[config.mk]
export PLATFORM = sky130hd
export DESIGN_NAME = slts_top
export DESIGN_NICKNAME = d
export VERILOG_FILES = /design/src/verilog/slts_pkg.sv /design/src/verilog/slts_replay.sv /design/src/verilog/slts_hl_seq.sv /design/src/verilog/slts_top.sv
export VERILOG_INCLUDE_DIRS = /design/src /design/src/verilog
export SDC_FILE = /design/constraint.sdc
export NUM_CORES = 1
export LEC_CHECK = 0
export ABC_CLOCK_PERIOD_IN_PS = 3480
export BUFFER_PORTS_ARGS = -buffer_cell sky130_fd_sc_hd__buf_2
export CAP_MARGIN = 15
export CORE_MARGIN = 8
export CORE_UTILIZATION = 52
export CTS_BUF_LIST = sky130_fd_sc_hd__clkbuf_2
export DETAILED_ROUTE_END_ITERATION = 8
export PLACE_DENSITY = 0.79
export SLEW_MARGIN = 10
export SYNTH_ARGS = -nofsm -noshare
export SYNTH_HDL_FRONTEND = slang
export SYNTH_SLANG_ARGS = --single-unit
[constraint.sdc]
create_clock -name sys_clk -period 3.48 [get_ports sys_clk]
set_input_delay 0.174 -clock sys_clk [delete_from_list [all_inputs] [get_ports sys_clk]]
set_output_delay 0.174 -clock sys_clk [all_outputs]
set_load 0.01 [all_outputs]
[src/verilog/slts_regs.svh]
// slts_regs.svh: offsets, fields, codes and timing of the squib loop test block
// assumes a 100 MHz sys_clk and a register port fed by the spi frame decoder
// How it works
// [RQ1] code 1001 in the system test request selects deploy time replay, diag only
// [RQ2] replay request written outside the diag state is rejected, register unchanged
// [RQ3] while the request holds the replay code, deploy config writes are ignored
// [RQ4] controller writes another request code before rewriting deploy config
// [RQ5] timing pin pulses once per channel, 0 to 3, for its deploy time
// [RQ6] pulse rising edges are 8 ms apart, start to start
// [RQ7] unconfigured channel gives an 8 us pulse
// [RQ8] invalid time/current pair reverts to the default pair, replay shows it
// [RQ9] request bit 15 selects high level mode, steps run without more writes
// [RQ10] high level mode inserts the preparatory step the test needs
// [RQ11] config bit 10 picks short or long step time, writable only in init
// [RQ12] request bits 7:5 select the test, 100 unused
// [RQ13] request bit 4 selects side: 0 return pin, 1 feed pin
// [RQ14] request bits 1:0 select channel 0 to 3
// [RQ15] prelim fault status bit reads 0 unless high level mode
// [RQ16] fault in leakage or fet prelim step sets prelim fault and aborts
// [RQ17] a reference check request tests one side only
// [RQ18] status bit 19 high level mode, 18 running, echo test and channel
// [RQ19] status bit 7 loop short, 6 ground short, 5 supply short, 4 side
// [RQ20] low side reference check reports working reference as supply short
// [RQ21] pin stays low after channel 3 until a new replay request
`ifndef SLTS_REGS_SVH
`define SLTS_REGS_SVH
// ----------------------------------------
// register offsets
// ----------------------------------------
`define SLTS_OFF_SYSCFG 8'h01
`define SLTS_OFF_DCFG0 8'h06
`define SLTS_OFF_SYSTEST 8'h36
`define SLTS_OFF_LSTAT 8'h37
`define SLTS_OFF_LREQ 8'h38
// ----------------------------------------
// fields and codes
// ----------------------------------------
`define SLTS_NUM_CH 4
`define SLTS_STCODE_MSB 3
`define SLTS_CODE_REPLAY 4'h9
`define SLTS_SYSCFG_LONG 10
`define SLTS_SYSCFG_RST 16'h0000
`define SLTS_LREQ_HL 15
`define SLTS_LREQ_TEST_MSB 7
`define SLTS_LREQ_TEST_LSB 5
`define SLTS_LREQ_SIDE 4
`define SLTS_LREQ_CH_LSB 0
`define SLTS_TEST_NONE 3'h0
`define SLTS_TEST_REF 3'h1
`define SLTS_TEST_LEAK 3'h2
`define SLTS_TEST_UNUSED 3'h4
`define SLTS_TEST_FET 3'h7
`define SLTS_ST_HL 19
`define SLTS_ST_RUN 18
`define SLTS_ST_PF 16
`define SLTS_ST_TEST_LSB 8
`define SLTS_ST_LOOP 7
`define SLTS_ST_STG 6
`define SLTS_ST_STB 5
`define SLTS_ST_SIDE 4
`define SLTS_ST_CH_LSB 0
`define SLTS_DCFG_TIME_MSB 1
`define SLTS_DCFG_TIME_LSB 0
`define SLTS_DCFG_CUR 2
`define SLTS_DTIME_05 2'h1
`define SLTS_DTIME_07 2'h2
`define SLTS_DTIME_20 2'h3
`define SLTS_DCFG_DEFAULT 3'h1
`define SLTS_DCFG_RST 16'h0000
// ----------------------------------------
// timing, microseconds and derived cycles
// ----------------------------------------
`define SLTS_CLK_MHZ 100
`define SLTS_T_NOCFG_US 8
`define SLTS_T_DEPL05_US 500
`define SLTS_T_DEPL07_US 700
`define SLTS_T_DEPL20_US 2000
`define SLTS_T_SPACING_US 8000
`define SLTS_T_STEP_SHORT_US 20
`define SLTS_T_STEP_LONG_US 40
`define SLTS_CYC(us) ((us) * `SLTS_CLK_MHZ)
`endif

[src/verilog/slts_pkg.sv]
// slts_pkg.sv: types of the squib loop test block
// assumes the constants of slts_regs.svh
`default_nettype none
package slts_pkg;
   typedef enum logic [2:0] {ST_INIT, ST_DIAG, ST_SAFING, ST_SCRAP, ST_ARMING} slts_opstate_e;
   typedef enum logic [1:0] {SQ_IDLE, SQ_PREP, SQ_RUN} slts_seq_e;
   typedef logic [19:0] slts_cnt_t;
   typedef logic [15:0] slts_word_t;
   typedef logic [19:0] slts_stat_t;
   typedef struct packed {
      logic hl;
      logic [2:0] test;
      logic side;
      logic [1:0] ch;
   } slts_loopreq_s;
   typedef struct packed {
      logic loopShort;
      logic short_to_ground_flag;
      logic stb;
      logic fault;
   } slts_result_s;
endpackage
`default_nettype wire

[src/verilog/slts_replay.sv]
// slts_replay.sv: replays the four deploy times as pulses on the timing pin
// assumes start is a one-cycle strobe from the register set; stop is a strobe or a held level
`timescale 1ns/1ns
`default_nettype none
`include "slts_regs.svh"
module slts_replay
   import slts_pkg::*;
#(
   parameter slts_cnt_t SPACING_CYC = slts_cnt_t'(`SLTS_CYC(`SLTS_T_SPACING_US))
)
(
   // clock, reset and enable
   input wire logic sys_clk,
   input wire logic rst_b,
   input wire logic clkEn,
   // control
   input wire logic start,
   input wire logic stop,
   input wire slts_cnt_t dur [`SLTS_NUM_CH],
   // pin side
   output logic pinOut,
   output logic active
);
   logic active_ff, nxt_active;
   logic pin_ff, nxt_pin;
   logic [1:0] ch_ff, nxt_ch;
   slts_cnt_t cnt_ff, nxt_cnt;
   logic slotEnd;
   // ----------------------------------------
   // slot sequencing
   // ----------------------------------------
   assign slotEnd = active_ff && (cnt_ff == SPACING_CYC - slts_cnt_t'(1)); // see RQ6
   assign nxt_active = start ? 1'b1
                     : (stop || (slotEnd && ch_ff == 2'h3)) ? 1'b0 : active_ff; // see RQ21
   assign nxt_cnt = (start || !active_ff || slotEnd) ? '0 : slts_cnt_t'(cnt_ff + 20'h1);
   assign nxt_ch = start ? 2'h0 : slotEnd ? 2'(ch_ff + 2'h1) : ch_ff;
   assign nxt_pin = nxt_active && (nxt_cnt < dur[nxt_ch]); // see RQ5
   assign pinOut = pin_ff;
   assign active = active_ff;
   always_ff @(posedge sys_clk)
   begin
      if (!rst_b)
      begin
         active_ff <= 1'b0;
         pin_ff <= 1'b0;
         ch_ff <= 2'h0;
         cnt_ff <= '0;
      end
      else if (clkEn)
      begin
         active_ff <= nxt_active;
         pin_ff <= nxt_pin;
         ch_ff <= nxt_ch;
         cnt_ff <= nxt_cnt;
      end
   end
endmodule
`default_nettype wire

[src/verilog/slts_hl_seq.sv]
// slts_hl_seq.sv: high level loop test sequencer, prelim and run steps
// assumes the analog front end holds result levels valid at step end
`timescale 1ns/1ns
`default_nettype none
`include "slts_regs.svh"
module slts_hl_seq
   import slts_pkg::*;
(
   // clock, reset and enable
   input wire logic sys_clk,
   input wire logic rst_b,
   input wire logic clkEn,
   // request
   input wire logic start,
   input wire logic clear,
   input wire slts_loopreq_s req,
   input wire logic longSteps,
   // analog front end
   input wire slts_result_s meas,
   output logic stepActive,
   output logic prelimStep,
   // results
   output logic running,
   output slts_result_s flags
);
   localparam logic [11:0] SHORT_CYC = 12'(`SLTS_CYC(`SLTS_T_STEP_SHORT_US));
   localparam logic [11:0] LONG_CYC = 12'(`SLTS_CYC(`SLTS_T_STEP_LONG_US));
   slts_seq_e state_ff, nxt_state;
   logic [11:0] cnt_ff, nxt_cnt;
   slts_result_s flags_ff, nxt_flags, setVec;
   logic stepEnd, needPrep, runnable, prepFail, runEnd;
   // ----------------------------------------
   // step control
   // ----------------------------------------
   assign stepEnd = (state_ff != SQ_IDLE)
                  && (cnt_ff == (longSteps ? LONG_CYC : SHORT_CYC) - 12'h1); // see RQ11
   assign needPrep = (req.test == `SLTS_TEST_LEAK) || (req.test == `SLTS_TEST_FET); // see RQ10
   assign runnable = req.hl && (req.test != `SLTS_TEST_NONE)
                   && (req.test != `SLTS_TEST_UNUSED); // see RQ12
   assign prepFail = (state_ff == SQ_PREP) && stepEnd && meas.fault; // see RQ16
   assign runEnd = (state_ff == SQ_RUN) && stepEnd;
   always_comb
   begin
      nxt_state = state_ff;
      case (state_ff)
         SQ_IDLE: nxt_state = SQ_IDLE;
         SQ_PREP: if (stepEnd) nxt_state = meas.fault ? SQ_IDLE : SQ_RUN; // see RQ16
         SQ_RUN: if (stepEnd) nxt_state = SQ_IDLE; // see RQ17
         default: nxt_state = SQ_IDLE;
      endcase
      if (start) nxt_state = !runnable ? SQ_IDLE : needPrep ? SQ_PREP : SQ_RUN; // see RQ9
   end
   assign nxt_cnt = (start || stepEnd || state_ff == SQ_IDLE) ? 12'h0 : 12'(cnt_ff + 12'h1);
   // ----------------------------------------
   // result flags, set wins over clear
   // ----------------------------------------
   assign setVec.loopShort = runEnd && meas.loopShort;
   assign setVec.short_to_ground_flag = runEnd && meas.short_to_ground_flag;
   assign setVec.stb = runEnd && meas.stb; // see RQ20
   assign setVec.fault = prepFail;
   assign nxt_flags = (clear ? slts_result_s'(4'h0) : flags_ff) | setVec;
   assign stepActive = state_ff != SQ_IDLE;
   assign prelimStep = state_ff == SQ_PREP;
   assign running = stepActive;
   assign flags = flags_ff;
   always_ff @(posedge sys_clk)
   begin
      if (!rst_b)
      begin
         state_ff <= SQ_IDLE;
         cnt_ff <= 12'h0;
         flags_ff <= slts_result_s'(4'h0);
      end
      else if (clkEn)
      begin
         state_ff <= nxt_state;
         cnt_ff <= nxt_cnt;
         flags_ff <= nxt_flags;
      end
   end
endmodule
`default_nettype wire

[src/verilog/slts_top.sv]
// slts_top.sv: squib loop test control: register set, deploy config lock,
// deploy time replay on the timing pin and high level loop test status
// assumes one register access per cycle from the spi frame decoder and an
// analog front end that answers each measurement step with result levels
`timescale 1ns/1ns
`default_nettype none
`include "slts_regs.svh"
module slts_top
   import slts_pkg::*;
#(
   parameter slts_cnt_t DEPL05_CYC = slts_cnt_t'(`SLTS_CYC(`SLTS_T_DEPL05_US)),
   parameter slts_cnt_t DEPL07_CYC = slts_cnt_t'(`SLTS_CYC(`SLTS_T_DEPL07_US)),
   parameter slts_cnt_t DEPL20_CYC = slts_cnt_t'(`SLTS_CYC(`SLTS_T_DEPL20_US)),
   parameter slts_cnt_t SPACING_CYC = slts_cnt_t'(`SLTS_CYC(`SLTS_T_SPACING_US))
)
(
   // clock, reset and enable
   input wire logic sys_clk,
   input wire logic rst_b,
   input wire logic clkEn,
   // register port
   input wire logic regWrEn,
   input wire logic [7:0] regAddr,
   input wire slts_word_t regWrData,
   input wire logic regRdEn,
   output logic [19:0] regRdData,
   // operating state of the device
   input wire slts_opstate_e opState,
   // analog measurement front end
   output slts_loopreq_s measReq,
   output logic measStepActive,
   output logic measPrelimStep,
   input wire slts_result_s measResult,
   // deployment side
   output logic [3:0][15:0] deployCfg,
   output logic timingReportPin
);
   localparam slts_cnt_t NOCFG_CYC = slts_cnt_t'(`SLTS_CYC(`SLTS_T_NOCFG_US));

   // ----------------------------------------
   // decode helpers
   // ----------------------------------------
   function automatic logic hitAddr(input logic [7:0] addr, input logic [7:0] off);
      hitAddr = addr == off;
   endfunction

   // duration of the replay pulse for one channel's config
   function automatic slts_cnt_t durOf(input slts_word_t cfg);
      case (cfg[`SLTS_DCFG_TIME_MSB:`SLTS_DCFG_TIME_LSB])
         `SLTS_DTIME_05: durOf = DEPL05_CYC;
         `SLTS_DTIME_07: durOf = DEPL07_CYC;
         `SLTS_DTIME_20: durOf = DEPL20_CYC;
         default: durOf = NOCFG_CYC;
      endcase
   endfunction

   // long pulse at high current is not allowed, fall back to default pair
   function automatic slts_word_t fixCfg(input slts_word_t w);
      fixCfg = w;
      if (w[`SLTS_DCFG_CUR] && w[`SLTS_DCFG_TIME_MSB:`SLTS_DCFG_TIME_LSB] == `SLTS_DTIME_20)
         fixCfg[`SLTS_DCFG_CUR:`SLTS_DCFG_TIME_LSB] = `SLTS_DCFG_DEFAULT;
   endfunction

   // ----------------------------------------
   // state
   // ----------------------------------------
   logic [3:0] stCode_ff, nxt_stCode;
   slts_word_t sysCfg_ff, nxt_sysCfg;
   slts_loopreq_s loopReq_ff, nxt_loopReq, wrLoopReq;
   slts_word_t cfg_ff [`SLTS_NUM_CH];
   slts_word_t nxt_cfg [`SLTS_NUM_CH];
   slts_stat_t rdData_ff, nxt_rdData;
   slts_stat_t statusWord;
   slts_cnt_t chDur [`SLTS_NUM_CH];
   logic [`SLTS_NUM_CH-1:0] cfgWr;
   slts_result_s seqFlags;

   // ----------------------------------------
   // write decode
   // ----------------------------------------
   wire logic wrStrobe;
   wire logic isDiag;
   wire logic stWr;
   wire logic replayReq;
   wire logic stReject;
   wire logic stAccept;
   wire logic replayStart;
   wire logic replayStop;
   wire logic replayActive;
   wire logic cfgLock;
   wire logic sysCfgWr;
   wire logic loopWr;
   wire logic seqStart;
   wire logic flagClear;
   wire logic seqRunning;
   wire logic hlMode;

   assign wrStrobe = regWrEn && clkEn;
   assign isDiag = opState == ST_DIAG;
   assign stWr = wrStrobe && hitAddr(regAddr, `SLTS_OFF_SYSTEST);
   assign replayReq = stWr && (regWrData[`SLTS_STCODE_MSB:0] == `SLTS_CODE_REPLAY); // see RQ1
   assign stReject = replayReq && !isDiag; // see RQ2
   assign stAccept = stWr && !stReject;
   assign replayStart = stAccept && replayReq; // see RQ1
   // a new code ends the replay, so does leaving the diag state
   assign replayStop = (stAccept && !replayReq) || !isDiag;
   // lock stays after the replay ends, released only by a new code
   assign cfgLock = stCode_ff == `SLTS_CODE_REPLAY; // see RQ3
   assign sysCfgWr = wrStrobe && hitAddr(regAddr, `SLTS_OFF_SYSCFG) && (opState == ST_INIT); // see RQ11
   assign loopWr = wrStrobe && hitAddr(regAddr, `SLTS_OFF_LREQ) && (opState != ST_INIT);
   // any accepted request restarts; a low level one sends the sequencer idle
   assign seqStart = loopWr; // see RQ9
   assign flagClear = loopWr || stAccept;
   assign hlMode = loopReq_ff.hl;

   // ----------------------------------------
   // request register fields
   // ----------------------------------------
   assign wrLoopReq.hl = regWrData[`SLTS_LREQ_HL]; // see RQ9
   assign wrLoopReq.test = regWrData[`SLTS_LREQ_TEST_MSB:`SLTS_LREQ_TEST_LSB]; // see RQ12
   assign wrLoopReq.side = regWrData[`SLTS_LREQ_SIDE]; // see RQ13
   assign wrLoopReq.ch = regWrData[`SLTS_LREQ_CH_LSB +: 2]; // see RQ14

   assign nxt_stCode = stAccept ? regWrData[`SLTS_STCODE_MSB:0] : stCode_ff; // see RQ4
   assign nxt_sysCfg = sysCfgWr ? regWrData : sysCfg_ff;
   assign nxt_loopReq = loopWr ? wrLoopReq : loopReq_ff;

   // ----------------------------------------
   // deploy config per channel
   // ----------------------------------------
   genvar g;
   generate
      for (g = 0; g < `SLTS_NUM_CH; g++)
      begin : g_ch
         assign cfgWr[g] = wrStrobe && !cfgLock
                         && hitAddr(regAddr, 8'(`SLTS_OFF_DCFG0 + g)); // see RQ3
         assign nxt_cfg[g] = cfgWr[g] ? fixCfg(regWrData) : cfg_ff[g]; // see RQ8
         assign chDur[g] = durOf(cfg_ff[g]); // see RQ7
         assign deployCfg[g] = cfg_ff[g];
      end
   endgenerate

   // ----------------------------------------
   // registers
   // ----------------------------------------
   always_ff @(posedge sys_clk)
   begin
      if (!rst_b)
      begin
         stCode_ff <= 4'h0;
         sysCfg_ff <= `SLTS_SYSCFG_RST;
         loopReq_ff <= slts_loopreq_s'(7'h00);
         cfg_ff <= '{default: `SLTS_DCFG_RST};
         rdData_ff <= 20'h00000;
      end
      else if (clkEn)
      begin
         stCode_ff <= nxt_stCode;
         sysCfg_ff <= nxt_sysCfg;
         loopReq_ff <= nxt_loopReq;
         cfg_ff <= nxt_cfg;
         rdData_ff <= nxt_rdData;
      end
   end

   // ----------------------------------------
   // replay of deploy times
   // ----------------------------------------
   slts_replay #(
      .SPACING_CYC(SPACING_CYC)
   ) u_replay (
      .sys_clk(sys_clk),
      .rst_b(rst_b),
      .clkEn(clkEn),
      .start(replayStart),
      .stop(replayStop),
      .dur(chDur),
      .pinOut(timingReportPin),
      .active(replayActive)
   );

   // ----------------------------------------
   // high level sequencer
   // ----------------------------------------
   slts_hl_seq u_seq (
      .sys_clk(sys_clk),
      .rst_b(rst_b),
      .clkEn(clkEn),
      .start(seqStart),
      .clear(flagClear),
      .req(nxt_loopReq),
      .longSteps(sysCfg_ff[`SLTS_SYSCFG_LONG]),
      .meas(measResult),
      .stepActive(measStepActive),
      .prelimStep(measPrelimStep),
      .running(seqRunning),
      .flags(seqFlags)
   );
   assign measReq = loopReq_ff;

   // ----------------------------------------
   // status word and read port
   // ----------------------------------------
   always_comb
   begin
      statusWord = 20'h00000;
      statusWord[`SLTS_ST_HL] = hlMode; // see RQ18
      statusWord[`SLTS_ST_RUN] = seqRunning; // see RQ18
      statusWord[`SLTS_ST_PF] = hlMode && seqFlags.fault; // see RQ15
      statusWord[`SLTS_ST_TEST_LSB +: 3] = loopReq_ff.test; // see RQ18
      statusWord[`SLTS_ST_LOOP] = seqFlags.loopShort; // see RQ19
      statusWord[`SLTS_ST_STG] = seqFlags.short_to_ground_flag; // see RQ19
      statusWord[`SLTS_ST_STB] = seqFlags.stb; // see RQ19
      statusWord[`SLTS_ST_SIDE] = loopReq_ff.side; // see RQ19
      statusWord[`SLTS_ST_CH_LSB +: 2] = loopReq_ff.ch; // see RQ18
   end
   // only the status register reads back, the rest are write only
   assign nxt_rdData = !regRdEn ? rdData_ff
                     : hitAddr(regAddr, `SLTS_OFF_LSTAT) ? statusWord : 20'h00000;
   assign regRdData = rdData_ff;
endmodule
`default_nettype wire

Word level (Yosys, flattened, before mapping)
Index checks and enable logic that the tools add are counted.
{"block": "classes", "addsub": 4, "n_bitwise": 2, "eq_ne": 34, "n_reduce_logical": 57, "mux": 25, "n_lt_le_gt_ge": 2}
{"op": "18-bit one-hot mux with 3 select lines", "n": 4}
{"op": "20-bit 2-to-1 mux", "n": 4}
{"op": "20-bit binary-select mux with 2-bit select", "n": 1}
{"op": "1-bit logical AND", "n": 30}
{"op": "8-bit by 6-bit equality test with 1-bit output, second input constant", "n": 3}
{"op": "12-bit 2-to-1 mux", "n": 2}
{"op": "2-bit equality test, second input constant", "n": 11}
{"op": "20-bit by 1-bit adder with 20-bit output, second input constant", "n": 1}
{"op": "20-bit equality test, second input constant", "n": 1}
{"op": "20-bit < comparator", "n": 1}
{"op": "8-bit by 3-bit equality test with 1-bit output, second input constant", "n": 2}
{"op": "8-bit by 4-bit equality test with 1-bit output, second input constant", "n": 2}
{"op": "2-bit 2-to-1 mux", "n": 8}
{"op": "2-bit AND reduction", "n": 8}
{"op": "12-bit by 1-bit adder with 12-bit output, second input constant", "n": 1}
{"op": "12-bit equality test", "n": 1}
{"op": "12-bit by 1-bit subtractor with 12-bit output, second input constant", "n": 1}
{"op": "2-bit by 1-bit equality test with 1-bit output, second input constant", "n": 5}
{"op": "4-bit equality test, second input constant", "n": 2}
{"op": "8-bit by 1-bit equality test with 1-bit output, second input constant", "n": 1}
{"op": "1-bit logical OR", "n": 8}
{"op": "7-bit 2-to-1 mux", "n": 1}
{"op": "3-bit nonzero test", "n": 2}
{"op": "1-bit logical NOT", "n": 5}
{"op": "other kinds (18)", "n": 19}
{"block": "totals", "output_inout_bits": 94, "register_bits": 148, "input_bits": 36}

Longest topological paths before layout
Gate-level depths: netlist of run 1.
{"block": "depth", "depth_word": 14, "depth_mapped": 18}

By module
Synthesis of run 1 repeated with hierarchy kept, for this count alone.
{"block": "hier_totals", "hier_cells": 811, "area_unflattened_um2": 7252.0}
{"mod": "slts_top", "instances": 1, "cells_each": 408, "area_per_inst_um2": 3741.1, "seq_area_each_um2": 1761.7}
{"mod": "slts_replay", "instances": 1, "cells_each": 301, "area_per_inst_um2": 2597.5, "seq_area_each_um2": 480.5}
{"mod": "slts_hl_seq", "instances": 1, "cells_each": 102, "area_per_inst_um2": 913.4, "seq_area_each_um2": 360.3}

Least setup slack after synthesis of run 1
OpenSTA, ideal clock, no wires.
{"block": "synth_timing", "path_type": "register -> register", "start": "reg u_replay.cnt_ff[0]", "end": "reg u_replay.pin_ff, in the netlist u_replay.pinOut", "stages_incl_launch_ff": 16, "t_required_ps": 3404, "t_arrival_ps": 3399, "path_slack_ps": 4, "setup_time_ps": 76, "cell_sequence": "dfxtp_1 ha_1 and4_1 buf_2 and3_1 clkbuf_1 nor2_1 nor4_4 mux2_2 o21ai_0 ha_1 a2111oi_0 o21ai_0 a221oi_2 o211ai_1 o22ai_1"}
{"block": "synth_via", "elab_chain_len": 10}
{"element": "start: declaration", "line_no": "slts_replay.sv:27", "rtl": "slts_cnt_t cnt_ff, nxt_cnt;"}
{"element": "start signal: assignment", "line_no": "slts_replay.sv:54", "rtl": "cnt_ff <= nxt_cnt;"}
{"element": "20-bit equality test", "line_no": "slts_replay.sv:32", "rtl": "assign slotEnd = active_ff && (cnt_ff == SPACING_CYC - slts_cnt_t'(1));"}
{"element": "1-bit logical AND", "line_no": "slts_replay.sv:32"}
{"element": "2-bit 2-to-1 mux (2 in a row)", "line_no": "slts_replay.sv:36", "rtl": "assign nxt_ch = start ? 2'h0 : slotEnd ? 2'(ch_ff + 2'h1) : ch_ff;"}
{"element": "2-bit inverter with 3-bit output (implied by the code)", "line_no": "slts_replay.sv:37", "rtl": "assign nxt_pin = nxt_active && (nxt_cnt < dur[nxt_ch]);"}
{"element": "20-bit binary-select mux with 2-bit select", "line_no": "slts_replay.sv:37"}
{"element": "20-bit 2-to-1 mux (implied by the code) (2 in a row)", "line_no": "slts_replay.sv:37"}
{"element": "20-bit < comparator", "line_no": "slts_replay.sv:37"}
{"element": "1-bit logical AND *", "line_no": "slts_replay.sv:37"}
{"element": "end signal: assignment", "line_no": "slts_replay.sv:52", "rtl": "pin_ff <= nxt_pin;"}
{"element": "end: declaration", "line_no": "slts_replay.sv:25", "rtl": "logic pin_ff, nxt_pin;"}
Every way passes the cells marked *; elsewhere a longest branch is shown, timed or not. The select of a mux whose other input is x is not followed.
A chain may end at the register's enable or synchronous reset.

Worst setup path after layout of run 1
{"block": "layout_timing", "start": "reg u_replay.cnt_ff[9]", "end": "reg u_replay.pin_ff, in the netlist u_replay.pinOut"}
Same word-level chain as after synthesis.

==> results.py, run 1 <==
metrics = {
    "hold_path": {
        "hold_path_class": "in -> reg",
        "min_to": "measReq[4]",
        "whs_path_depth": 6,
        "worstHoldStart": "regAddr[7]",
    },
    "synth": {
        "synth-main-ff-cell": "dfxtp_1",
        "async_flop_share": 0,
        "yosysTopAreaCell": "dfxtp_1",
        "synth_xor_area_frac": 0.03510,
        "synth.area.mux_share": 0.08100,
        "yosys.area_share.simple": 0.2530,
        "synth_warnings": 0,
        "synth-edff-count": 0,
        "synth-compound-area-share": 0.1225,
        "synth_cells": 772,
        "synth_top_family_by_area": "simple AND/OR/NAND/NOR gates",
        "synth-seq-cells": 130,
        "synth-adder-area-share": 0.05593,
        "synth_top_area_frac": 0.4012,
        "syn_area_per_cell_um2": 8.403,
        "yosysSeqAreaShare": 0.4012,
        "ys_types": 65,
        "synth_area_leaders": "dfxtp_1 (40%), mux2i_1 (7.4%), nor2_1 (6.7%)",
        "synth_area_um2": 6487,
    },
    "clocking": {
        "clk_pin_slew_ns": 0.20,
        "cts_made_buffers": 17,
        "cts-htree-levels": 4,
        "cts_tree": "built",
        "cts.path.max_buffers": 2,
        "cts.sinks": 130,
        "root_buffer": "clkbuf_2",
        "clock_latency_ns": 0.71,
    },
    "worst_setup_path": {
        "end_kind": "register",
        "cp_max_fo": 7,
        "crit_arrival_ns": 3.89,
        "crit_type": "reg -> reg",
        "ff2ff_setup_slack_ns": 0.21,
        "worst_r2r_endpoint": "u_replay.pinOut",
        "cp.required_ns": 4.10,
        "r2r_start": "u_replay.cnt_ff[9]",
        "ff2ff_path_depth": 14,
        "cp-start-kind": "register",
    },
    "sta": {
        "finClkSkew_ns": 0.03413,
        "worst_pin_slew_ns": 0.8182,
        "setup_viol": 0,
        "finalHoldViolCount": 0,
        "worst_slack_ns": 0.2101,
        "timing_max_transition_violations_final": 0,
        "finalCritPeriodShare": 0.9396,
        "setup-tns-final_ns": 0,
        "fmax_ghz": 0.3058,
        "slew_headroom": 0.4530,
        "finalCriticalPeriod_ns": 3.270,
        "rsz0062_at_grt": "no",
    },
    "floorplan": {
        "die_w_um": 127.7,
        "ioPinCount": 130,
        "rows": 41,
        "die_h_um": 127.7,
        "die_area_um2": 16310,
        "start_util": 0.5226,
        "core_um2": 12410,
    },
    "cells_and_area": {
        "syn2layout_area_growth_pct": 21.18,
        "nets": 987,
        "postLayoutCoreUtil": 0.6332,
        "drive_gt1_frac": 0.2246,
        "num-fill-cells": 1067,
        "fin_area_um2": 7861,
        "antennaDiodeCount": 0,
        "ff_latch_area_um2": 2610,
        "finalNonFillerCells": 1107,
        "multiInputGateArea_um2": 3603,
    },
    "place": {
        "placed_cells": 1042,
        "place_congestion": 0.9047,
        "place_ws_ns": 0.1416,
        "dp_hpwl_mm": 12.78,
        "io_buffers": 121,
        "post_dp_cell_area_um2": 7243,
    },
    "routing": {
        "postRouteAntennaNets": 0,
        "drt_wl_total_mm": 18.01,
        "vias_per_cell": 5.453,
        "vias": 6037,
        "route.detailed.drc": 0,
        "post_drt_wl_per_cell_um": 16.27,
        "drtIter0Drc": 506,
        "dr.pass1.iters": 5,
    },
    "global_routing": {
        "grt_pass1_vias": 5891,
        "track_usage": 0.2219,
        "grt_start_max_net_pins": 63,
        "grt_antenna_before_repair": 0,
        "grt_pass1_wl_mm": 28.97,
        "grt-ovfl-total": 0,
    },
    "power_and_ir_drop": {
        "pwr-share-comb": 0.052,
        "swShare": 0.2380,
        "switching_power_uw": 629.5,
        "peakVddDrop_uv": 279.2,
        "power_leakage_uw": 0.003161,
        "p_clk_frac": 0.384,
        "power.internal_uw": 2015,
        "p_per_area_nw_per_um2": 336.4,
        "pwr-share-seq": 0.564,
    },
    "run": {
        "max-cap-violations": 0,
    },
    "outcome": {
        "run_status": "finished, final reports clean",
    },
}
[power by group through the flow]
stage                     Sequential, µW  Combinational (µW)  Clock, µW
after detailed placement            1520                 108          0
after floorplan                     1520                64.8          0
after global placement              1520                 108          0
after global routing                1490                 147       1100
final                               1490                 137       1020
after CTS                           1490                 134       1030
[Yosys cell counts (5+ instances only)]
cell type	n
dfxtp_1	130
a21oi_1	75
and2_1	6
nand3_1	13
clkbuf_1	30
xnor2_1	15
buf_2	11
nand4_1	10
o21ai_0	20
buf_4	11
mux2i_1	48
ha_1	29
nor3b_1	5
inv_1	10
nor3_1	19
a22oi_1	12
nor2_1	115
or3_1	5
nand2_1	107
xor2_1	11
and3_1	12
and4_1	8
[worst max path at each step]
stage                              from              end  slack [ns]  cells past startpoint
floorplan            u_replay.cnt_ff[0]  u_replay.pinOut       0.004                     15
global placement    u_replay.cnt_ff[14]  u_replay.pinOut        0.17                     14
detailed placement  u_replay.cnt_ff[14]  u_replay.pinOut        0.14                     14
CTS                  u_replay.cnt_ff[9]  u_replay.pinOut        0.06                     14
global route         u_replay.cnt_ff[9]  u_replay.pinOut        0.01                     15
finish               u_replay.cnt_ff[9]  u_replay.pinOut        0.21                     14
[kinds of logic (layout without fill, tap and decap cells)]
logic type	Yosys count	after routing
buf+inv	67	223
xor+xnor	26	26
simple gates	335	335
fa+ha+maj	29	29
flops	130	130
other cells	1	8
compound gates	132	132
mux	52	52
[routing by layer]
layer  track usage  share of wire  vias to the layer above
met5             0              0                        -
met4       0.09371          0.024                        0
met3       0.07862          0.081                       36
met2        0.3563           0.46                      204
met1        0.2639           0.43                     2847
li1              -              -                     2950
[worst max-delay path: stages, from the launching register on]
cell and delay (ns):
dfxtp_1 0.39, nor4b_2 0.37, nand4_1 0.28, nor3_1 0.41, o21ai_2 0.14, buf_4 0.18, a211oi_1 0.23, a21oi_1 0.07
ha_1 0.28, nand2_1 0.06, nor2_1 0.17, o211ai_1 0.14, nand3b_1 0.19, a211oi_2 0.18, o22ai_1 0.10
[stage by stage]
| stage | total power (µW) | hold WS [ns] |
|---|---|---|
| floorplan | 1588 | 0.2957 |
| global placement | 1631 | 0.4069 |
| detailed placement | 1631 | 0.4177 |
| CTS | 2661 | 0.02629 |
| global route | 2736 | 0.05722 |
| finish | 2644 | 0.09953 |
[cell usage in the layout (no fill, tap or decap), types with 5 or more instances in the layout]
cell type and n:
o21ai_0 17, a21oi_1 75, a22oi_1 12, or3_1 5
mux2i_1 48, conb_1 8, inv_1 10, buf_4 28
xor2_1 11, and4_1 7, clkbuf_2 20, nand3_1 13
nor3_1 19, nand2_1 107, nand4_1 10, xnor2_1 15
dfxtp_1 128, nor3b_1 5, buf_2 121, and2_1 6
and3_1 12, ha_1 28, dlygate4sd3_1 30, nor2_1 115
[registers in the layout (all words and copies together), names as in the netlist]
| register | flops |
|---|---|
| deployCfg | 64 |
| hlMode | 1 |
| measReq | 6 |
| regRdData | 12 |
| stCode_ff | 4 |
| sysCfg_ff | 1 |
| u_replay.active | 1 |
| u_replay.ch_ff | 2 |
| u_replay.cnt_ff | 20 |
| u_replay.pinOut | 1 |
| u_seq.cnt_ff | 12 |
| u_seq.flags | 4 |
| u_seq.state_ff | 2 |
[area by class of cell]
class / instances / area share
timing repair buffer: 180 / 0.1434
clock inverter: 12 / 0.02069
multi-input combinational: 582 / 0.4584
tap: 172 / 0.02738
inverter: 11 / 0.005411
clock buffer: 20 / 0.01273
sequential: 130 / 0.3320
[what timing repair did]
| item | CTS | global route |
|---|---|---|
| buffers inserted | 0 | 3 |
| endpoints found under the hold margin | 87 | 0 |
| pin swaps | 0 | 1 |
| setup endpoints to repair | 1 | 1 |
| hold buffers | 30 | 0 |
| resized for setup | 1 | 13 |
No activity file was read; power rests on OpenSTA's default activity.
==> inputs of run 2 (changes only) <==
--- a/config.mk
+++ b/config.mk
@@ -6,14 +6,15 @@
 export SDC_FILE = /design/constraint.sdc
 export NUM_CORES = 1
 export LEC_CHECK = 0
+export ABC_AREA = 1
 export ABC_CLOCK_PERIOD_IN_PS = 3480
 export BUFFER_PORTS_ARGS = -buffer_cell sky130_fd_sc_hd__buf_2
 export CAP_MARGIN = 15
 export CORE_MARGIN = 8
-export CORE_UTILIZATION = 52
+export CORE_UTILIZATION = 51
 export CTS_BUF_LIST = sky130_fd_sc_hd__clkbuf_2
 export DETAILED_ROUTE_END_ITERATION = 8
-export PLACE_DENSITY = 0.79
+export PLACE_DENSITY = 0.78
 export SLEW_MARGIN = 10
 export SYNTH_ARGS = -nofsm -noshare
 export SYNTH_HDL_FRONTEND = slang
==> results.py, run 2 <==
metrics = {
    "outcome": {
        "run_status": "finished, final reports clean",
    },
    "routing": {
        "postRouteAntennaNets": 0,
        "drtIter0Drc": 493,
        "vias": 5997,
        "route.detailed.drc": 0,
        "vias_per_cell": 5.383,
        "post_drt_wl_per_cell_um": 15.13,
        "dr.pass1.iters": 5,
        "drt_wl_total_mm": 16.86,
    },
    "sta": {
        "timing_max_transition_violations_final": 0,
        "finalHoldViolCount": 0,
        "finClkSkew_ns": 0.03650,
        "finalCritPeriodShare": 0.9038,
        "setup_viol": 0,
        "rsz0062_at_grt": "no",
        "fmax_ghz": 0.3179,
        "setup-tns-final_ns": 0,
        "finalCriticalPeriod_ns": 3.145,
        "worst_pin_slew_ns": 1.062,
        "slew_headroom": 0.2907,
    },
    "cells_and_area": {
        "num-fill-cells": 1018,
        "syn2layout_area_growth_pct": 20.55,
        "mostFrequentLayoutCells": "dfxtp_1 (130), buf_2 (121), nand2_1 (95)",
        "layout_commonest_cell": "dfxtp_1",
        "antennaDiodeCount": 0,
        "nets": 1019,
        "drive_gt1_frac": 0.1934,
        "postLayoutCoreUtil": 0.6265,
        "largest_reg_flops": 64,
        "fin_area_um2": 7493,
    },
    "synth": {
        "synth.most_common_cell": "dfxtp_1",
        "synth_warnings": 0,
        "synth_cells": 809,
        "synth_top_area_frac": 0.4187,
        "yosysSeqAreaShare": 0.4187,
        "synth_common_cells": "dfxtp_1 (130), nand2_1 (95), nor2_1 (91)",
        "synth-seq-cells": 130,
        "synth-edff-count": 0,
        "syn_area_per_cell_um2": 7.684,
        "async_flop_share": 0,
        "yosysTopAreaCell": "dfxtp_1",
        "synth_area_um2": 6216,
        "synth-main-ff-cell": "dfxtp_1",
        "ys_types": 44,
        "synth_area_leaders": "dfxtp_1 (42%), a21oi_1 (6.7%), ha_1 (5.8%)",
    },
    "worst_setup_path": {
        "crit_arrival_ns": 3.76,
        "end_kind": "register",
        "cp_max_fo": 13,
        "crit_type": "reg -> reg",
        "crit_slowest_cell": "dfxtp_1",
        "cpPeakStageDelay_ns": 0.40,
        "crit_chain": "ha_1, nand2_1, nor2_4, nand2_2, nor2_4, nand2_2, nand2_1, nand3_2, inv_1, o21ai_0, o22a_2, ha_1, nand2_1, inv_1, a221oi_1, nand2_1, nand2_1, nand2_1, a21oi_2",
        "cp_num_buf_inv": 2,
        "ff2ff_setup_slack_ns": 0.33,
        "r2r_start": "u_replay.cnt_ff[0]",
        "cp.required_ns": 4.09,
        "worst_r2r_endpoint": "u_replay.pinOut",
        "path_common_cell": "nand2_1",
        "ff2ff_path_depth": 19,
        "cp-start-kind": "register",
        "critical-path-top-delay-family": "simple AND/OR/NAND/NOR gates",
    },
    "place": {
        "io_buffers": 121,
        "post_dp_cell_area_um2": 6859,
        "dp_hpwl_mm": 11.58,
        "place_congestion": 0.8675,
    },
    "global_routing": {
        "grt_pass1_wl_mm": 27.63,
        "grt_use_met3": 0.08002,
        "track_usage": 0.2098,
        "grt-ovfl-total": 0,
        "grt_pass1_vias": 5701,
        "grt_start_max_net_pins": 56,
        "met2_usage": 0.3516,
        "grt_busiest_layer": "met2",
        "use_met1": 0.2376,
        "grt_antenna_before_repair": 0,
    },
    "hold_path": {
        "worstHoldStart": "regAddr[4]",
        "min_to": "stCode_ff[0]",
        "hold_path_class": "in -> reg",
        "whs_path_depth": 5,
    },
    "power_and_ir_drop": {
        "peakVddDrop_uv": 384.2,
        "p_per_area_nw_per_um2": 366.9,
        "finalPower_uw": 2750,
        "power_leakage_uw": 0.003305,
    },
    "floorplan": {
        "ioPinCount": 130,
        "die_h_um": 126.4,
        "core_um2": 11960,
        "rows": 40,
        "die_w_um": 126.4,
        "start_util": 0.5197,
        "die_area_um2": 15980,
    },
    "run": {
        "max-cap-violations": 0,
    },
    "clocking": {
        "ctsResizeCount": 0,
        "cts.sinks": 130,
        "cts.path.max_buffers": 2,
        "cts-htree-levels": 4,
        "root_buffer": "clkbuf_2",
        "clk_pin_slew_ns": 0.21,
        "clock_latency_ns": 0.71,
        "cts_tree": "built",
        "cts_made_buffers": 17,
        "postCtsSetupBuffers": 0,
        "hold_buffers": 38,
    },
}
[run 2: cell count changes in the layout (fill, tap and decap cells not counted), sizes merged, moves of 23 or more]
cell	before	now
inv	11	86
o21ai	22	72
mux2i	48	1
a211oi	5	41
nand3	13	39
buf	150	127
[run 2: worst max-delay path by stage]
stage,from,to,slack (ns),cells past startpoint
5_1_grt,u_replay.cnt_ff[0],u_replay.pinOut,0.02,19
3_5_place_dp,u_replay.cnt_ff[0],u_replay.pinOut,0.36,19
2_1_floorplan,u_replay.cnt_ff[0],u_replay.pinOut,0.84,19
3_3_place_gp,u_replay.cnt_ff[0],u_replay.pinOut,0.50,19
4_1_cts,u_replay.cnt_ff[0],u_replay.pinOut,0.31,19
6_report,u_replay.cnt_ff[0],u_replay.pinOut,0.33,19
[run 2: cell type report]
class | instances | area [µm²] | share of cell area
timing repair buffer | 165 | 1031 | 0.1376
clock buffer | 19 | 95.09 | 0.01269
multi-input combinational | 556 | 3107 | 0.4146
sequential | 130 | 2603 | 0.3473
inverter | 84 | 315.3 | 0.04208
tap | 147 | 183.9 | 0.02454
clock inverter | 13 | 158.9 | 0.02121
[run 2: cell families (layout without fill, tap and decap cells)]
family | count (synthesis) | in the layout | share of synthesized area
flip-flops | 130 | 130 | 0.4187
adder cells (fa/ha/maj) | 29 | 29 | 0.05837
buffers and inverters | 130 | 281 | 0.08796
AO/OA/AOI/OAI | 212 | 212 | 0.1930
other | 1 | 8 | 0.0006033
multiplexers | 1 | 1 | 0.001610
AND/OR/NAND/NOR | 290 | 290 | 0.2172
XOR/XNOR | 16 | 16 | 0.02254
[run 2: power by group]
part / leakage (µW) / internal (µW) / switching (µW)
registers: 0.00105 / 1510 / 18.7
clock network: 0.000154 / 407 / 568
logic: 0.00210 / 92.0 / 150
total: 0.00331 / 2010 / 737
[run 2: worst reg2reg max path: cells and delay by family, from the launching register on]
family / cells / cell delay (ns)
AO/OA/AOI/OAI: 4 / 0.72
adder cells (fa/ha/maj): 2 / 0.47
buffers and inverters: 2 / 0.26
flip-flops: 1 / 0.40
AND/OR/NAND/NOR: 11 / 1.22
[run 2: stage by stage]
stage,hold slack [ns],instances,worst slack [ns]
after global routing,0.1169,1114,0.01805
final,0.1283,1114,0.3347
after global placement,0.4327,1044,0.4951
after floorplan,0.3213,816,0.8405
after detailed placement,0.4362,1044,0.3590
after CTS,0.05304,1114,0.3066
[run 2: per-layer routing]
layer / up-vias / part of all wire
met3: 31 / 0.078
met5: - / 0
met1: 2767 / 0.42
met4: 0 / 0.024
li1: 3019 / -
met2: 180 / 0.48
==> inputs of run 3 (changes only) <==
--- a/config.mk
+++ b/config.mk
@@ -10,7 +10,6 @@
 export ABC_CLOCK_PERIOD_IN_PS = 3480
 export BUFFER_PORTS_ARGS = -buffer_cell sky130_fd_sc_hd__buf_2
 export CAP_MARGIN = 15
-export CORE_MARGIN = 8
 export CORE_UTILIZATION = 51
 export CTS_BUF_LIST = sky130_fd_sc_hd__clkbuf_2
 export DETAILED_ROUTE_END_ITERATION = 8
==> constraint.sdc (replaced) <==
create_clock -name sys_clk -period 3.48 [get_ports sys_clk]
set_input_delay 0.174 -clock sys_clk [delete_from_list [all_inputs] [get_ports sys_clk]]
set_output_delay 0.174 -clock sys_clk [all_outputs]
set_load 0.02 [all_outputs]
==> results.py, run 3 (synthesized netlist as in run 2, its figures left out) <==
metrics = {
    "outcome": {
        "run_status": "finished, final reports clean",
    },
    "sta": {
        "fmax_ghz": 0.3253,
        "timing_max_transition_violations_final": 0,
        "worst_pin_slew_ns": 1.021,
        "finalHoldViolCount": 0,
        "rsz0062_at_grt": "no",
        "finalCritPeriodShare": 0.8832,
        "setup-tns-final_ns": 0,
        "slew_headroom": 0.3191,
        "finClkSkew_ns": 0.03051,
        "whs_ns": 0.1187,
        "setup_viol": 0,
        "finalCriticalPeriod_ns": 3.074,
    },
    "clocking": {
        "clock_latency_ns": 0.73,
        "postCtsSetupBuffers": 0,
        "cts_tree": "built",
        "cts.sinks": 130,
        "cts-htree-levels": 4,
        "cts_made_buffers": 17,
        "clk_pin_slew_ns": 0.22,
        "root_buffer": "clkbuf_2",
        "cts.path.max_buffers": 2,
    },
    "run": {
        "max-cap-violations": 0,
    },
    "place": {
        "place_congestion": 0.9128,
        "io_buffers": 121,
        "placed_cells": 1040,
        "dp_hpwl_mm": 10.89,
    },
    "cells_and_area": {
        "layout_commonest_cell": "dfxtp_1",
        "drive_gt1_frac": 0.1959,
        "postLayoutCoreUtil": 0.6381,
        "mostFrequentLayoutCells": "dfxtp_1 (130), buf_2 (121), nand2_1 (95)",
        "largest_reg_flops": 64,
        "nets": 1017,
        "num-fill-cells": 996,
        "antennaDiodeCount": 0,
        "multiInputGateArea_um2": 3114,
        "syn2layout_area_growth_pct": 19.73,
        "finalNonFillerCells": 1108,
        "ff_latch_area_um2": 2603,
    },
    "routing": {
        "drt_wl_total_mm": 16.02,
        "vias_per_cell": 5.319,
        "drtIter0Drc": 337,
        "vias": 5893,
        "post_drt_wl_per_cell_um": 14.46,
        "route.detailed.drc": 0,
        "postRouteAntennaNets": 0,
        "dr.pass1.iters": 5,
    },
    "power_and_ir_drop": {
        "power_leakage_uw": 0.003268,
        "peakVddDrop_uv": 262.4,
        "p_per_area_nw_per_um2": 358.4,
        "finalPower_uw": 2667,
    },
    "hold_path": {
        "whs_path_depth": 7,
        "hold_path_class": "in -> reg",
        "worstHoldStart": "regAddr[4]",
        "min_to": "deployCfg[63]",
    },
    "floorplan": {
        "start_util": 0.5330,
        "ioPinCount": 130,
        "die_h_um": 112.4,
        "die_w_um": 112.4,
        "rows": 39,
        "die_area_um2": 12630,
        "core_um2": 11660,
    },
    "global_routing": {
        "grt-ovfl-total": 0,
        "grt_antenna_before_repair": 0,
        "grt_pass1_vias": 5496,
        "track_usage": 0.2642,
        "grt_pass1_wl_mm": 26.48,
        "grt_start_max_net_pins": 56,
    },
    "worst_setup_path": {
        "r2r_start": "u_replay.cnt_ff[0]",
        "crit_slowest_cell": "dfxtp_1",
        "crit_chain": "ha_1, nand2_1, nor2_4, nand2_2, nor2_4, nand2_2, nand2_1, nand3_4, inv_1, o21ai_0, o22a_2, ha_1, nand2_1, inv_1, a221oi_1, nand2_1, nand2_1, nand2_1, a21oi_2",
        "cp.required_ns": 4.12,
        "path_common_cell": "nand2_1",
        "cp_max_fo": 13,
        "cpPeakStageDelay_ns": 0.41,
        "crit_arrival_ns": 3.71,
        "end_kind": "register",
        "worst_r2r_endpoint": "u_replay.pinOut",
        "cp-start-kind": "register",
        "ff2ff_setup_slack_ns": 0.41,
        "ff2ff_path_depth": 19,
        "crit_type": "reg -> reg",
    },
}
==> run 3: cell count changes in the layout (fill, tap and decap cells not counted), sizes merged <==
cell / previous run / this run
dlygate4sd3: 38 / 36
clkinvlp: 1 / 4
bufinv: 3 / 1
clkbuf: 19 / 18
clkinv: 7 / 5
inv: 86 / 88
==> run 3: final cells by class <==
| cell class | instances | area share |
|---|---|---|
| Timing Repair Buffer | 163 | 0.1358 |
| Sequential cell | 130 | 0.3497 |
| Clock buffer | 18 | 0.01210 |
| Tap cell | 143 | 0.02404 |
| Inverter | 84 | 0.04237 |
| Clock inverter | 14 | 0.01748 |
| Multi-Input combinational cell | 556 | 0.4185 |
==> run 3: worst max-delay path, delay by kind of cell, from the launching register on <==
family | cells | cell delay, ns
buffers and inverters | 2 | 0.21
AO/OA/AOI/OAI | 4 | 0.70
AND/OR/NAND/NOR | 11 | 1.18
adder cells (fa/ha/maj) | 2 | 0.48
flip-flops | 1 | 0.41
==> run 3: worst max path at each step <==
stage / to / start
2_1_floorplan: u_replay.pinOut / u_replay.cnt_ff[0]
6_report: u_replay.pinOut / u_replay.cnt_ff[0]
4_1_cts: u_replay.pinOut / u_replay.cnt_ff[0]
3_3_place_gp: u_replay.pinOut / u_replay.cnt_ff[0]
3_5_place_dp: u_replay.pinOut / u_replay.cnt_ff[0]
5_1_grt: u_replay.pinOut / u_replay.cnt_ff[0]
==> run 3: stage by stage <==
stage	area, µm²	worst slack, ns
after floorplan	6242	0.8405
after global placement	6854	0.5110
after detailed placement	6854	0.3973
after CTS	7435	0.3331
after global routing	7442	0.08840
final	7442	0.4064
==> run 3: what timing repair did <==
action	4_1_cts	5_1_grt
hold buffers	36	0
setup endpoints to repair	0	1
resized for setup	0	1
endpoints found under the hold margin	98	0
==> run 3: layer usage <==
metal | track usage | vias to the layer above | part of all wire
met1 | 0.3172 | 2673 | 0.44
met3 | 0.07505 | 31 | 0.059
met4 | 0.1164 | 0 | 0.025
li1 | - | 3016 | -
met5 | 0 | - | 0
met2 | 0.4414 | 173 | 0.47
==> run 3: report_power, final <==
| part | switching [µW] | internal, µW |
|---|---|---|
| Sequential | 18.4 | 1510 |
| Clock | 616 | 269 |
| Combinational | 158 | 92.2 |
